### config.mk
export PLATFORM = sky130hd
export DESIGN_NAME = spexr_responder
export DESIGN_NICKNAME = d
export VERILOG_FILES = /design/src/logic/spexr_pkg.sv /design/src/logic/spexr_crc_byte.sv /design/src/logic/spexr_responder.sv
export SDC_FILE = /design/constraint.sdc
export NUM_CORES = 1
export LEC_CHECK = 0
export ABC_AREA = 1
export BUFFER_PORTS_ARGS = -buffer_cell sky130_fd_sc_hd__buf_2
export CORE_MARGIN = 2
export CORE_UTILIZATION = 55
export DETAILED_ROUTE_END_ITERATION = 6
export MAX_ROUTING_LAYER = met4
export PLACE_DENSITY = 0.77
export SYNTH_ARGS = -nofsm -noshare
export SYNTH_HDL_FRONTEND = slang
export SYNTH_SLANG_ARGS = --single-unit
### constraint.sdc
create_clock -name mclk_in -period 49.6 [get_ports mclk_in]
set_input_delay 4.96 -clock mclk_in [delete_from_list [all_inputs] [get_ports mclk_in]]
set_output_delay 4.96 -clock mclk_in [all_outputs]
set_load 0.02 [all_outputs]
### src/logic/spexr_pkg.sv
// Constants, carrier types and state layout of the serial parameter exception responder
// Overview of operation
// [RULE1] Link integer equals value times ten power decimals
// [RULE2] Accepted write divided by scale before storing
// [RULE3] Successful request echoes function code unchanged
// [RULE4] Failed request returns function code with MSB set
// [RULE5] Exception response adds one cause code byte
// [RULE6] Cause 01H: unimplemented function or fault state
// [RULE7] Cause 02H: address or address-length combination invalid
// [RULE8] Cause 03H: request data field value not permitted
// [RULE9] Cause 04H: written value invalid or conflicting
// [RULE10] Cause 05H: password verification value mismatch
// [RULE11] Cause 06H: wrong frame length or CRC mismatch
// [RULE12] Cause 07H: write to read-only parameter, unchanged
// [RULE13] Cause 08H: run-locked parameter written while running
// [RULE14] Cause 09H: locked by password, reject reads/writes
// [RULE15] Master retries or corrects after exception
// [RULE16] Successful single write echoes whole received frame
// [RULE17] Exception frame: address, code, cause, CRC
// [RULE18] One cause by fixed priority, frame first
package spexr_pkg;

  // ==========================================================
  // Function and cause codes
  localparam logic [7:0] FC_READ = 8'h03;
  localparam logic [7:0] FC_WRITE = 8'h06;
  localparam logic [7:0] EXC_FLAG = 8'h80;
  localparam logic [7:0] BROADCAST_ADDR = 8'h00;
  localparam logic [7:0] CAUSE_NONE = 8'h00;
  localparam logic [7:0] CAUSE_BAD_CMD = 8'h01;
  localparam logic [7:0] CAUSE_BAD_ADDR = 8'h02;
  localparam logic [7:0] CAUSE_BAD_DATA = 8'h03;
  localparam logic [7:0] CAUSE_OP_FAIL = 8'h04;
  localparam logic [7:0] CAUSE_PWD_ERR = 8'h05;
  localparam logic [7:0] CAUSE_FRAME = 8'h06;
  localparam logic [7:0] CAUSE_READ_ONLY = 8'h07;
  localparam logic [7:0] CAUSE_RUN_LOCK = 8'h08;
  localparam logic [7:0] CAUSE_LOCKED = 8'h09;

  // ==========================================================
  // Frame layout
  localparam logic [3:0] BUF_BYTES = 4'h8;
  localparam logic [3:0] FRAME_LEN = 4'h8;
  localparam logic [3:0] MIN_FRAME = 4'h4;
  localparam logic [3:0] CRC_BYTES = 4'h2;
  localparam logic [3:0] EXC_LEN = 4'h3;
  localparam logic [3:0] RD_LEN = 4'h5;
  localparam int POS_ADDR = 0;
  localparam int POS_FUNC = 1;
  localparam int POS_REG_HI = 2;
  localparam int POS_REG_LO = 3;
  localparam int POS_DAT_HI = 4;
  localparam int POS_DAT_LO = 5;
  localparam logic [7:0] RD_BYTE_CNT = 8'h02;
  localparam logic [15:0] RD_QTY_ONE = 16'h0001;
  localparam logic [15:0] RD_QTY_ZERO = 16'h0000;

  // ==========================================================
  // CRC and fieldbus scale
  localparam logic [15:0] CRC_INIT = 16'hffff;
  localparam logic [15:0] CRC_POLY = 16'ha001;
  localparam logic [15:0] CRC_RESIDUE = 16'h0000;
  localparam logic [15:0] SCALE_DEC0 = 16'h0001; // RULE1
  localparam logic [15:0] SCALE_DEC1 = 16'h000a; // RULE1
  localparam logic [15:0] SCALE_DEC2 = 16'h0064; // RULE1
  localparam logic [15:0] SCALE_DEC3 = 16'h03e8; // RULE1

  // ==========================================================
  // Types
  typedef enum logic [1:0] {
    ST_RX = 2'b00,
    ST_EVAL = 2'b01,
    ST_SEND = 2'b10
  } spexr_state_type;

  typedef struct packed {
    logic exists;
    logic readonly;
    logic run_locked;
    logic conflict;
    logic [1:0] decimals;
    logic [15:0] min_val;
    logic [15:0] max_val;
    logic [15:0] rd_whole;
    logic [9:0] rd_frac;
  } spexr_attr_type;

  typedef struct packed {
    logic valid;
    logic [15:0] addr;
    logic [15:0] whole;
    logic [9:0] frac;
  } spexr_wr_type;

  typedef struct packed {
    spexr_state_type st;
    logic [7:0][7:0] rx_buf;
    logic [3:0] rx_cnt;
    logic rx_over;
    logic [15:0] rx_crc;
    logic unlocked;
    logic [7:0][7:0] tx_buf;
    logic [3:0] tx_len;
    logic tx_raw;
    logic [3:0] tx_idx;
    logic [15:0] tx_crc;
    logic [7:0] tx_byte;
    logic [7:0] cause;
    spexr_wr_type wr;
  } spexr_regs_type;

endpackage : spexr_pkg

### src/logic/spexr_crc_byte.sv
// One-byte update of the reflected CRC-16 used on the serial parameter link
module spexr_crc_byte (
  input wire logic [15:0] crc_in,
  input wire logic [7:0] byte_in,
  output logic [15:0] crc_out
);

  logic [15:0] acc;

  always_comb begin
    acc = crc_in ^ {8'h00, byte_in};
    for (int i = 0; i < 8; i++) begin
      if (acc[0]) begin
        acc = (acc >> 1) ^ spexr_pkg::CRC_POLY;
      end else begin
        acc = acc >> 1;
      end
    end
    crc_out = acc;
  end

endmodule : spexr_crc_byte

### src/logic/spexr_responder.sv
// Request checker and normal/exception response builder for the serial parameter link
module spexr_responder #(
  parameter logic [15:0] PWD_VERIFY_ADDR = 16'h0000
) (
  input wire logic mclk_in,
  input wire logic resetn_in,
  input wire logic [7:0] slave_addr_in,
  input wire logic fault_state_in,
  input wire logic running_in,
  input wire logic password_set_in,
  input wire logic [15:0] user_password_setting_in,
  input wire logic password_lock_in,
  input wire logic rx_valid_in,
  input wire logic [7:0] rx_byte_in,
  input wire logic rx_end_in,
  output logic rx_ready_out,
  output logic [15:0] param_addr_out,
  output logic [15:0] param_wdata_out,
  input wire spexr_pkg::spexr_attr_type param_attr_in,
  output spexr_pkg::spexr_wr_type param_wr_out,
  output logic unlocked_out,
  output logic [7:0] resp_cause_out,
  output logic tx_valid_out,
  output logic [7:0] tx_byte_out,
  output logic tx_last_out,
  input wire logic tx_ready_in
);

  spexr_pkg::spexr_regs_type r;
  spexr_pkg::spexr_regs_type n;

  // ==========================================================
  // CRC engines
  logic [15:0] rx_crc_upd;
  logic [15:0] tx_crc_upd;

  spexr_crc_byte u_rx_crc (
    .crc_in(r.rx_crc),
    .byte_in(rx_byte_in),
    .crc_out(rx_crc_upd)
  );

  spexr_crc_byte u_tx_crc (
    .crc_in(r.tx_crc),
    .byte_in(r.tx_byte),
    .crc_out(tx_crc_upd)
  );

  // ==========================================================
  // Request fields
  logic [7:0] func;
  logic [15:0] reg_addr;
  logic [15:0] data_word;

  assign func = r.rx_buf[spexr_pkg::POS_FUNC];
  assign reg_addr = {r.rx_buf[spexr_pkg::POS_REG_HI], r.rx_buf[spexr_pkg::POS_REG_LO]};
  assign data_word = {r.rx_buf[spexr_pkg::POS_DAT_HI], r.rx_buf[spexr_pkg::POS_DAT_LO]};

  // ==========================================================
  // Fieldbus scale
  logic [15:0] scale;
  logic [15:0] quot;
  logic [15:0] rem;
  logic [31:0] scaled;
  logic [15:0] rd_value;

  always_comb begin
    unique case (param_attr_in.decimals)
      2'h0: scale = spexr_pkg::SCALE_DEC0; // RULE1
      2'h1: scale = spexr_pkg::SCALE_DEC1; // RULE1
      2'h2: scale = spexr_pkg::SCALE_DEC2; // RULE1
      2'h3: scale = spexr_pkg::SCALE_DEC3; // RULE1
    endcase
  end

  // Constant divisors only; the divider stays small enough for one cycle
  assign quot = data_word / scale; // RULE2
  assign rem = data_word % scale; // RULE2
  assign scaled = param_attr_in.rd_whole * scale; // RULE1
  assign rd_value = scaled[15:0] + {6'h00, param_attr_in.rd_frac}; // RULE1

  // ==========================================================
  // Request classification
  logic is_impl;
  logic is_bcast;
  logic addressed;
  logic frame_bad;
  logic pwd_write;
  logic [7:0] cause;

  assign is_impl = (func == spexr_pkg::FC_READ) || (func == spexr_pkg::FC_WRITE);
  assign is_bcast = r.rx_buf[spexr_pkg::POS_ADDR] == spexr_pkg::BROADCAST_ADDR;
  // Two bytes at least are needed to have a function code to answer with
  assign addressed = (r.rx_cnt >= 4'h2) && (is_bcast || (r.rx_buf[spexr_pkg::POS_ADDR] == slave_addr_in));
  assign frame_bad = r.rx_over || (r.rx_cnt < spexr_pkg::MIN_FRAME) ||
                     (r.rx_crc != spexr_pkg::CRC_RESIDUE) ||
                     (is_impl && (r.rx_cnt != spexr_pkg::FRAME_LEN)); // RULE11
  // The unlock write itself must pass the lock, or the device could never be opened
  assign pwd_write = (func == spexr_pkg::FC_WRITE) && (reg_addr == PWD_VERIFY_ADDR);

  always_comb begin
    cause = spexr_pkg::CAUSE_NONE;
    if (frame_bad) begin // RULE18
      cause = spexr_pkg::CAUSE_FRAME; // RULE11
    end else if (!is_impl || fault_state_in) begin
      cause = spexr_pkg::CAUSE_BAD_CMD; // RULE6
    end else if (pwd_write) begin
      if (data_word != user_password_setting_in) begin
        cause = spexr_pkg::CAUSE_PWD_ERR; // RULE10
      end
    end else if (password_set_in && !r.unlocked) begin
      cause = spexr_pkg::CAUSE_LOCKED; // RULE14
    end else if (func == spexr_pkg::FC_READ) begin
      if (data_word == spexr_pkg::RD_QTY_ZERO) begin
        cause = spexr_pkg::CAUSE_BAD_DATA; // RULE8
      end else if (!param_attr_in.exists || (data_word != spexr_pkg::RD_QTY_ONE)) begin
        cause = spexr_pkg::CAUSE_BAD_ADDR; // RULE7
      end
    end else begin
      if (!param_attr_in.exists) begin
        cause = spexr_pkg::CAUSE_BAD_ADDR; // RULE7
      end else if (param_attr_in.readonly) begin
        cause = spexr_pkg::CAUSE_READ_ONLY; // RULE12
      end else if (param_attr_in.run_locked && running_in) begin
        cause = spexr_pkg::CAUSE_RUN_LOCK; // RULE13
      end else if ((data_word < param_attr_in.min_val) || (data_word > param_attr_in.max_val) ||
                   param_attr_in.conflict) begin
        cause = spexr_pkg::CAUSE_OP_FAIL; // RULE9
      end
    end
  end

  // ==========================================================
  // Response frame contents
  logic [7:0][7:0] resp_buf;
  logic [3:0] resp_len;
  logic resp_raw;

  always_comb begin
    resp_buf = r.rx_buf;
    resp_len = spexr_pkg::FRAME_LEN;
    resp_raw = 1'b1;
    if (cause != spexr_pkg::CAUSE_NONE) begin
      resp_buf = '0;
      resp_buf[0] = r.rx_buf[spexr_pkg::POS_ADDR]; // RULE17
      resp_buf[1] = func | spexr_pkg::EXC_FLAG; // RULE4
      resp_buf[2] = cause; // RULE5
      resp_len = spexr_pkg::EXC_LEN; // RULE17
      resp_raw = 1'b0;
    end else if (func == spexr_pkg::FC_READ) begin
      resp_buf = '0;
      resp_buf[0] = r.rx_buf[spexr_pkg::POS_ADDR];
      resp_buf[1] = func; // RULE3
      resp_buf[2] = spexr_pkg::RD_BYTE_CNT;
      resp_buf[3] = rd_value[15:8];
      resp_buf[4] = rd_value[7:0];
      resp_len = spexr_pkg::RD_LEN;
      resp_raw = 1'b0;
    end
  end

  // ==========================================================
  // Transmit sequencing
  logic [3:0] tx_total;
  logic tx_last;
  logic [3:0] tx_next_idx;

  // An echoed frame already holds its CRC, so nothing is appended to it
  assign tx_total = r.tx_raw ? r.tx_len : (r.tx_len + spexr_pkg::CRC_BYTES);
  assign tx_last = r.tx_idx == (tx_total - 4'h1);
  assign tx_next_idx = r.tx_idx + 4'h1;

  // ==========================================================
  // Next state
  always_comb begin
    n = r;
    n.wr.valid = 1'b0;
    if (password_lock_in) begin
      n.unlocked = 1'b0;
    end
    unique case (r.st)
      spexr_pkg::ST_RX: begin
        if (rx_valid_in) begin
          n.rx_crc = rx_crc_upd;
          if (r.rx_cnt < spexr_pkg::BUF_BYTES) begin
            n.rx_buf[r.rx_cnt[2:0]] = rx_byte_in;
            n.rx_cnt = r.rx_cnt + 4'h1;
          end else begin
            n.rx_over = 1'b1; // RULE11
          end
        end
        if (rx_end_in && (rx_valid_in || (r.rx_cnt != 4'h0))) begin
          n.st = spexr_pkg::ST_EVAL;
        end
      end
      spexr_pkg::ST_EVAL: begin
        n.rx_cnt = 4'h0;
        n.rx_over = 1'b0;
        n.rx_crc = spexr_pkg::CRC_INIT;
        n.st = spexr_pkg::ST_RX;
        if (addressed) begin
          n.cause = cause;
          if (cause == spexr_pkg::CAUSE_NONE && func == spexr_pkg::FC_WRITE) begin
            if (pwd_write) begin
              n.unlocked = 1'b1; // RULE10
            end else begin
              n.wr.valid = 1'b1; // RULE2
              n.wr.addr = reg_addr;
              n.wr.whole = quot; // RULE2
              n.wr.frac = rem[9:0]; // RULE2
            end
          end
          // Broadcast requests are acted on silently
          if (!is_bcast) begin
            n.tx_buf = resp_buf; // RULE16
            n.tx_len = resp_len;
            n.tx_raw = resp_raw; // RULE16
            n.tx_idx = 4'h0;
            n.tx_crc = spexr_pkg::CRC_INIT;
            n.tx_byte = resp_buf[0];
            n.st = spexr_pkg::ST_SEND;
          end
        end
      end
      spexr_pkg::ST_SEND: begin
        if (tx_ready_in) begin
          if (tx_last) begin
            n.st = spexr_pkg::ST_RX;
          end else begin
            n.tx_idx = tx_next_idx;
            if (tx_next_idx < r.tx_len) begin
              n.tx_byte = r.tx_buf[tx_next_idx[2:0]];
            end else if (tx_next_idx == r.tx_len) begin
              n.tx_byte = tx_crc_upd[7:0]; // RULE17
            end else begin
              n.tx_byte = r.tx_crc[15:8]; // RULE17
            end
            if (r.tx_idx < r.tx_len) begin
              n.tx_crc = tx_crc_upd; // RULE17
            end
          end
        end
      end
      default: begin
        n.st = spexr_pkg::ST_RX;
      end
    endcase
  end

  // ==========================================================
  // State register
  always_ff @(posedge mclk_in) begin
    if (!resetn_in) begin
      r <= '0;
      r.st <= spexr_pkg::ST_RX;
      r.rx_crc <= spexr_pkg::CRC_INIT;
      r.tx_crc <= spexr_pkg::CRC_INIT;
    end else begin
      r <= n;
    end
  end

  // ==========================================================
  // Outputs
  assign rx_ready_out = r.st == spexr_pkg::ST_RX;
  assign param_addr_out = reg_addr;
  assign param_wdata_out = data_word;
  assign param_wr_out = r.wr;
  assign unlocked_out = r.unlocked;
  assign resp_cause_out = r.cause;
  assign tx_valid_out = r.st == spexr_pkg::ST_SEND;
  assign tx_byte_out = r.tx_byte;
  assign tx_last_out = (r.st == spexr_pkg::ST_SEND) && tx_last;

endmodule : spexr_responder

==> flow_summary.ini, run 1 <==
[floorplan]
fp.coreArea_sq_um = 39500
die_y_microns = 204
core.rowCount = 73
start_util_pct = 55.5
ios = 200
dieArea_sq_um = 41500
dieWidth_microns = 204

[drt]
wirelength_mm = 64.1
dr.pass1.iters = 7
ant_nets = 0
drt_drc_violations_left = 0
vias = 20545
drt_iter0_markers = 1445
viasPerCell = 5.52
avgRoutedWirePerCell_microns = 17.2

[clock_tree]
cts.sinks = 231
hold_buffers = 0
post_cts.repair.setup_buffers = 0
cts_tree = yes
clock_path_buffers = 3
insertion_delay_ps = 560
cts-root-buf = clkbuf_16
htree_levels = 1
cts_buffers = 28
post_cts_resized = 0
clkTransAtPathRegs_ps = 60

[sta]
rsz0062_at_grt = no
hold_viol = 0
finalSetupViolations = 0
relSlewSlack_pct = 23.3
tns_ps = 0
fin_skew_ps = 16.9
timing.final.crit_period_ps = 30460
tightest_slew_ps = 1140
max_freq_mhz = 32.8
post-route-period-util_pct = 61.4
fin_ws_ps = 19140
finalMaxSlewViolations = 0

[synth]
ys_types = 64
yosys_warnings = 0
async_flop_share_pct = 0
ys_seq_area_share_pct = 21.1
synth_seq_cells = 231
synth_largest_area_cell = dfxtp_1
ys.flop_type = dfxtp_1
netlist_instances = 3119
netlist_area_sq_um = 21900
synth_edf_count = 0
synth_top_area_share_pct = 21.1
synth_area_leaders = dfxtp_1 (21%), ha_1 (12%), nand2_1 (8.4%), inv_1 (8.2%), fa_1 (6.2%)
synth_area_per_cell_sq_um = 7.04

[worst_setup_path]
setup.worst_path.end_class = flop
critPathMaxFanout = 22
worstSetupPathType = in2reg
cp.required_ps = 50050
cpPeakStageDelay_ps = 510
setup.worst_path.start_class = input port
cpMostUsedCell = nand2_1
cp_slowest_cell = ha_1
critical_path_arrival_ps = 30910

[placed_design]
pre_cts_slack_ps = 18910
gp_congestion = 0.980
placed_area_sq_um = 22600
portBuffers = 195
dp_hpwl_mm = 49.0

[final_layout]
final_cell_mix = nand2_1 (491), inv_1 (477), nor2_1 (294), o21ai_0 (253), dfxtp_1 (231)
fillerInstances = 3740
synthToLayoutAreaGrowth_pct = 7.65
multi_input_area_sq_um = 14300
fin_area_sq_um = 23600
final_layout_size_suffix_gt1_share_pct = 13.1
fin_nets = 3558
final-seq-area_sq_um = 4620
final_common_cell = nand2_1

[status]
outcome = completed

[global_routing]
grt_antenna_before_repair = 3
grt_max_degree = 88
grt_pass1_wl_mm = 104
grt_pass1_vias = 20161
grt_use_total_pct = 31.7
grt_overflow = 0

[min_path]
hold_path.class = reg2reg

[job]
cap_violations = 0
==> critical path, delay by kind of cell <==
family          cells  cell delay, ps
compound gates     38            7050
fa+ha+maj          15            5200
simple gates       97           10210
buf+inv            27            3400
==> kinds of logic (layout without fill, tap and decap cells) <==
group / after synthesis / after routing / share of synthesized area, %
XOR/XNOR: 163 / 163 / 6.51
other: 1 / 7 / 0.0171
AO/OA/AOI/OAI: 618 / 618 / 16.2
flip-flops: 231 / 231 / 21.1
buffers and inverters: 694 / 765 / 13.9
adder cells (fa/ha/maj): 282 / 282 / 18.4
AND/OR/NAND/NOR: 1130 / 1130 / 24.0
==> cell usage after synthesis (6+ instances only) <==
master / instances
clkbuf_1: 83
nand2_2: 33
inv_2: 12
buf_4: 96
ha_1: 214
o21bai_1: 12
nor2_4: 6
nand2_1: 492
o21a_1: 8
o211ai_1: 30
nand2_4: 32
o221ai_1: 13
nor2_1: 295
xor2_1: 85
fa_1: 68
a21oi_1: 194
dfxtp_1: 231
a221oi_1: 8
a22oi_1: 38
a311oi_1: 6
inv_1: 477
nand4_1: 50
clkinv_1: 8
nand3_1: 124
buf_6: 9
or2_2: 21
o21ai_0: 253
nand3_2: 18
nor3_1: 22
a31oi_1: 18
nor2_2: 7
nor4_1: 12
xnor2_1: 78
==> state kept, by name, summed over array words and instances (netlist names) <==
name	count
param_addr_out	16
param_wr_out	43
func	8
tx_byte_out	8
param_wdata_out	16
resp_cause_out	4
r	135
unlocked_out	1
==> area by class of cell <==
cell class	instances	area share [%]
clock inverters	15	0.869
clock buffers	37	3.50
multi-input cells	2197	60.5
flip-flops and latches	231	19.6
diodes	3	0.0318
repair buffers	215	4.78
well taps	525	2.78
inverters	498	7.92
==> metal layers <==
metal | up-vias | wire length, microns | track usage, %
met5 | - | 0 | -
met4 | 0 | 2260 | 10.6
met3 | 122 | 4110 | 3.77
met2 | 646 | 29100 | 51.0
met1 | 9575 | 28600 | 41.3
li1 | 10202 | - | -
==> metrics by stage <==
step	util (%)	instances	hold WS, ps
floorplan	-	3122	430
global placement	57.1	3666	443
detailed placement	57.1	3666	449
CTS	59.7	3718	458
global route	59.7	3721	483
finish	59.7	3721	458
==> worst paths after layout <==
check,startpoint,end,slack [ps],depth (start not counted)
setup / recovery,param_attr_in[58],param_wr_out[10],19140,177
setup reg to reg,param_wdata_out[15],param_wr_out[10],23900,178
hold reg to reg,r[95],r[95],460,2
hold / removal,r[95],r[95],460,2
Power of run 1 is left out: the tool's default activity adds up to more than one toggle a clock period on the data nets, which glitch-free logic cannot reach.
==> inputs of run 2 (changes only) <==
==> constraint.sdc (replaced) <==
create_clock -name mclk_in -period 28.4 [get_ports mclk_in]
set_input_delay 2.84 -clock mclk_in [delete_from_list [all_inputs] [get_ports mclk_in]]
set_output_delay 2.84 -clock mclk_in [all_outputs]
set_load 0.02 [all_outputs]
==> flow_summary.ini, run 2 (synthesis results as in run 1) <==
[drt]
drt_drc_violations_left = 0
avgRoutedWirePerCell_microns = 17.0
vias = 20680
wirelength_mm = 63.5
drt_iter0_markers = 1485
viasPerCell = 5.55
ant_nets = 0
dr.pass1.iters = 6

[sta]
finalSetupViolations = 0
fin_ws_ps = 2240
timing.final.crit_period_ps = 26160
max_freq_mhz = 38.2
relSlewSlack_pct = 28.9
fin_skew_ps = 15.4
post-route-period-util_pct = 92.1
hold_viol = 0
finalMaxSlewViolations = 0
tightest_slew_ps = 1060

[min_path]
hp-start = r[94]
hold_path.class = reg2reg
hold_end = r[94]
holdPathStages = 2

[final_layout]
final_layout_size_suffix_gt1_share_pct = 14.0
multi_input_area_sq_um = 14400
largest_reg_flops = 135
fillerInstances = 3684
largest_register = r
final-seq-area_sq_um = 4620
utilization_pct = 60.1
synthToLayoutAreaGrowth_pct = 8.38
final_cell_mix = nand2_1 (489), inv_1 (475), nor2_1 (291), o21ai_0 (242), dfxtp_1 (231)
final_common_cell = nand2_1
fin_nets = 3567

[worst_setup_path]
critPathMaxFanout = 21
cp.required_ps = 28830
cpMostUsedCell = nand2_1
cp_slowest_cell = ha_1
critical_path_arrival_ps = 26590
worstSetupPathType = in2reg
setup.worst_path.end_class = flop
path_buf_inv = 26
reg2reg_setup_slack_ps = 4390
worst_r2r_path_depth = 182
path_delay_family = simple AND/OR/NAND/NOR gates
cpPeakStageDelay_ps = 350
r2r-end = param_wr_out[10]
setup.worst_path.start_class = input port
r2r_start = param_wdata_out[15]

[floorplan]
ios = 200
die_y_microns = 204
dieArea_sq_um = 41500
dieWidth_microns = 204
start_util_pct = 55.5
fp.coreArea_sq_um = 39500
core.rowCount = 73

[global_routing]
grt_antenna_before_repair = 0
grt_use_total_pct = 31.0
grt_pass1_wl_mm = 102
grt_overflow = 0
grt_pass1_vias = 19813
grt_max_degree = 83

[clock_tree]
clkTransAtPathRegs_ps = 60
cts-root-buf = clkbuf_16
cts.sinks = 231
clock_path_buffers = 3
cts_buffers = 27
cts_tree = yes
htree_levels = 1
insertion_delay_ps = 540

[placed_design]
portBuffers = 195
gp_congestion = 0.980
pre_cts_slack_ps = 267
dp_hpwl_mm = 48.5

[status]
outcome = completed

[job]
cap_violations = 0
[run 2: cell type report]
type / instances / share of cell area, %
Clock inverter: 10 / 0.705
Tap cell: 525 / 2.76
Inverter: 498 / 7.94
Timing Repair Buffer: 225 / 5.08
Sequential cell: 231 / 19.4
Clock buffer: 37 / 3.34
Antenna cell: 1 / 0.0105
Multi-Input combinational cell: 2197 / 60.7
[run 2: per-stage QoR]
step                      std cells  setup TNS, ps  area, sq um  hold WS (ps)
after global routing           3723           -134        23800           486
after detailed placement       3665              0        22600           452
after CTS                      3712              0        23500           460
after floorplan                3122              0        22000           430
final                          3724              0        23800           463
after global placement         3665              0        22600           444
[run 2: timing repair]
action	4_1_cts	5_1_grt
resized for setup	0	50
endpoints found under the hold margin	0	0
setup buffers	0	11
endpoints found under the setup margin	0	12
hold buffers	0	0
[run 2: tightest hold or removal path, cell delays in order (launching register included)]
cell	delay, ps
dfxtp_1	300
inv_1	60
a21oi_1	60
[run 2: worst max path at each step]
stage	slack (ps)	start	cells after the start	endpoint
5_1_grt	-50	param_attr_in[59]	191	param_wr_out[4]
3_5_place_dp	270	param_attr_in[58]	177	param_wr_out[10]
6_report	2240	param_attr_in[59]	185	param_wr_out[10]
2_1_floorplan	2940	param_attr_in[59]	184	param_wr_out[10]
4_1_cts	750	param_attr_in[58]	177	param_wr_out[10]
3_3_place_gp	1610	param_attr_in[58]	182	param_wr_out[10]
[run 2: routing by layer]
| metal | up-vias | part of all wire (%) | global-route usage [%] | routed length [microns] |
|---|---|---|---|---|
| met1 | 9665 | 45 | 41.5 | 28500 |
| li1 | 10220 | - | - | - |
| met4 | 0 | 3.6 | 10.6 | 2280 |
| met3 | 128 | 5.9 | 2.56 | 3770 |
| met5 | - | 0 | - | 0 |
| met2 | 667 | 46 | 49.5 | 28900 |
Power of run 2 is left out for the same reason.
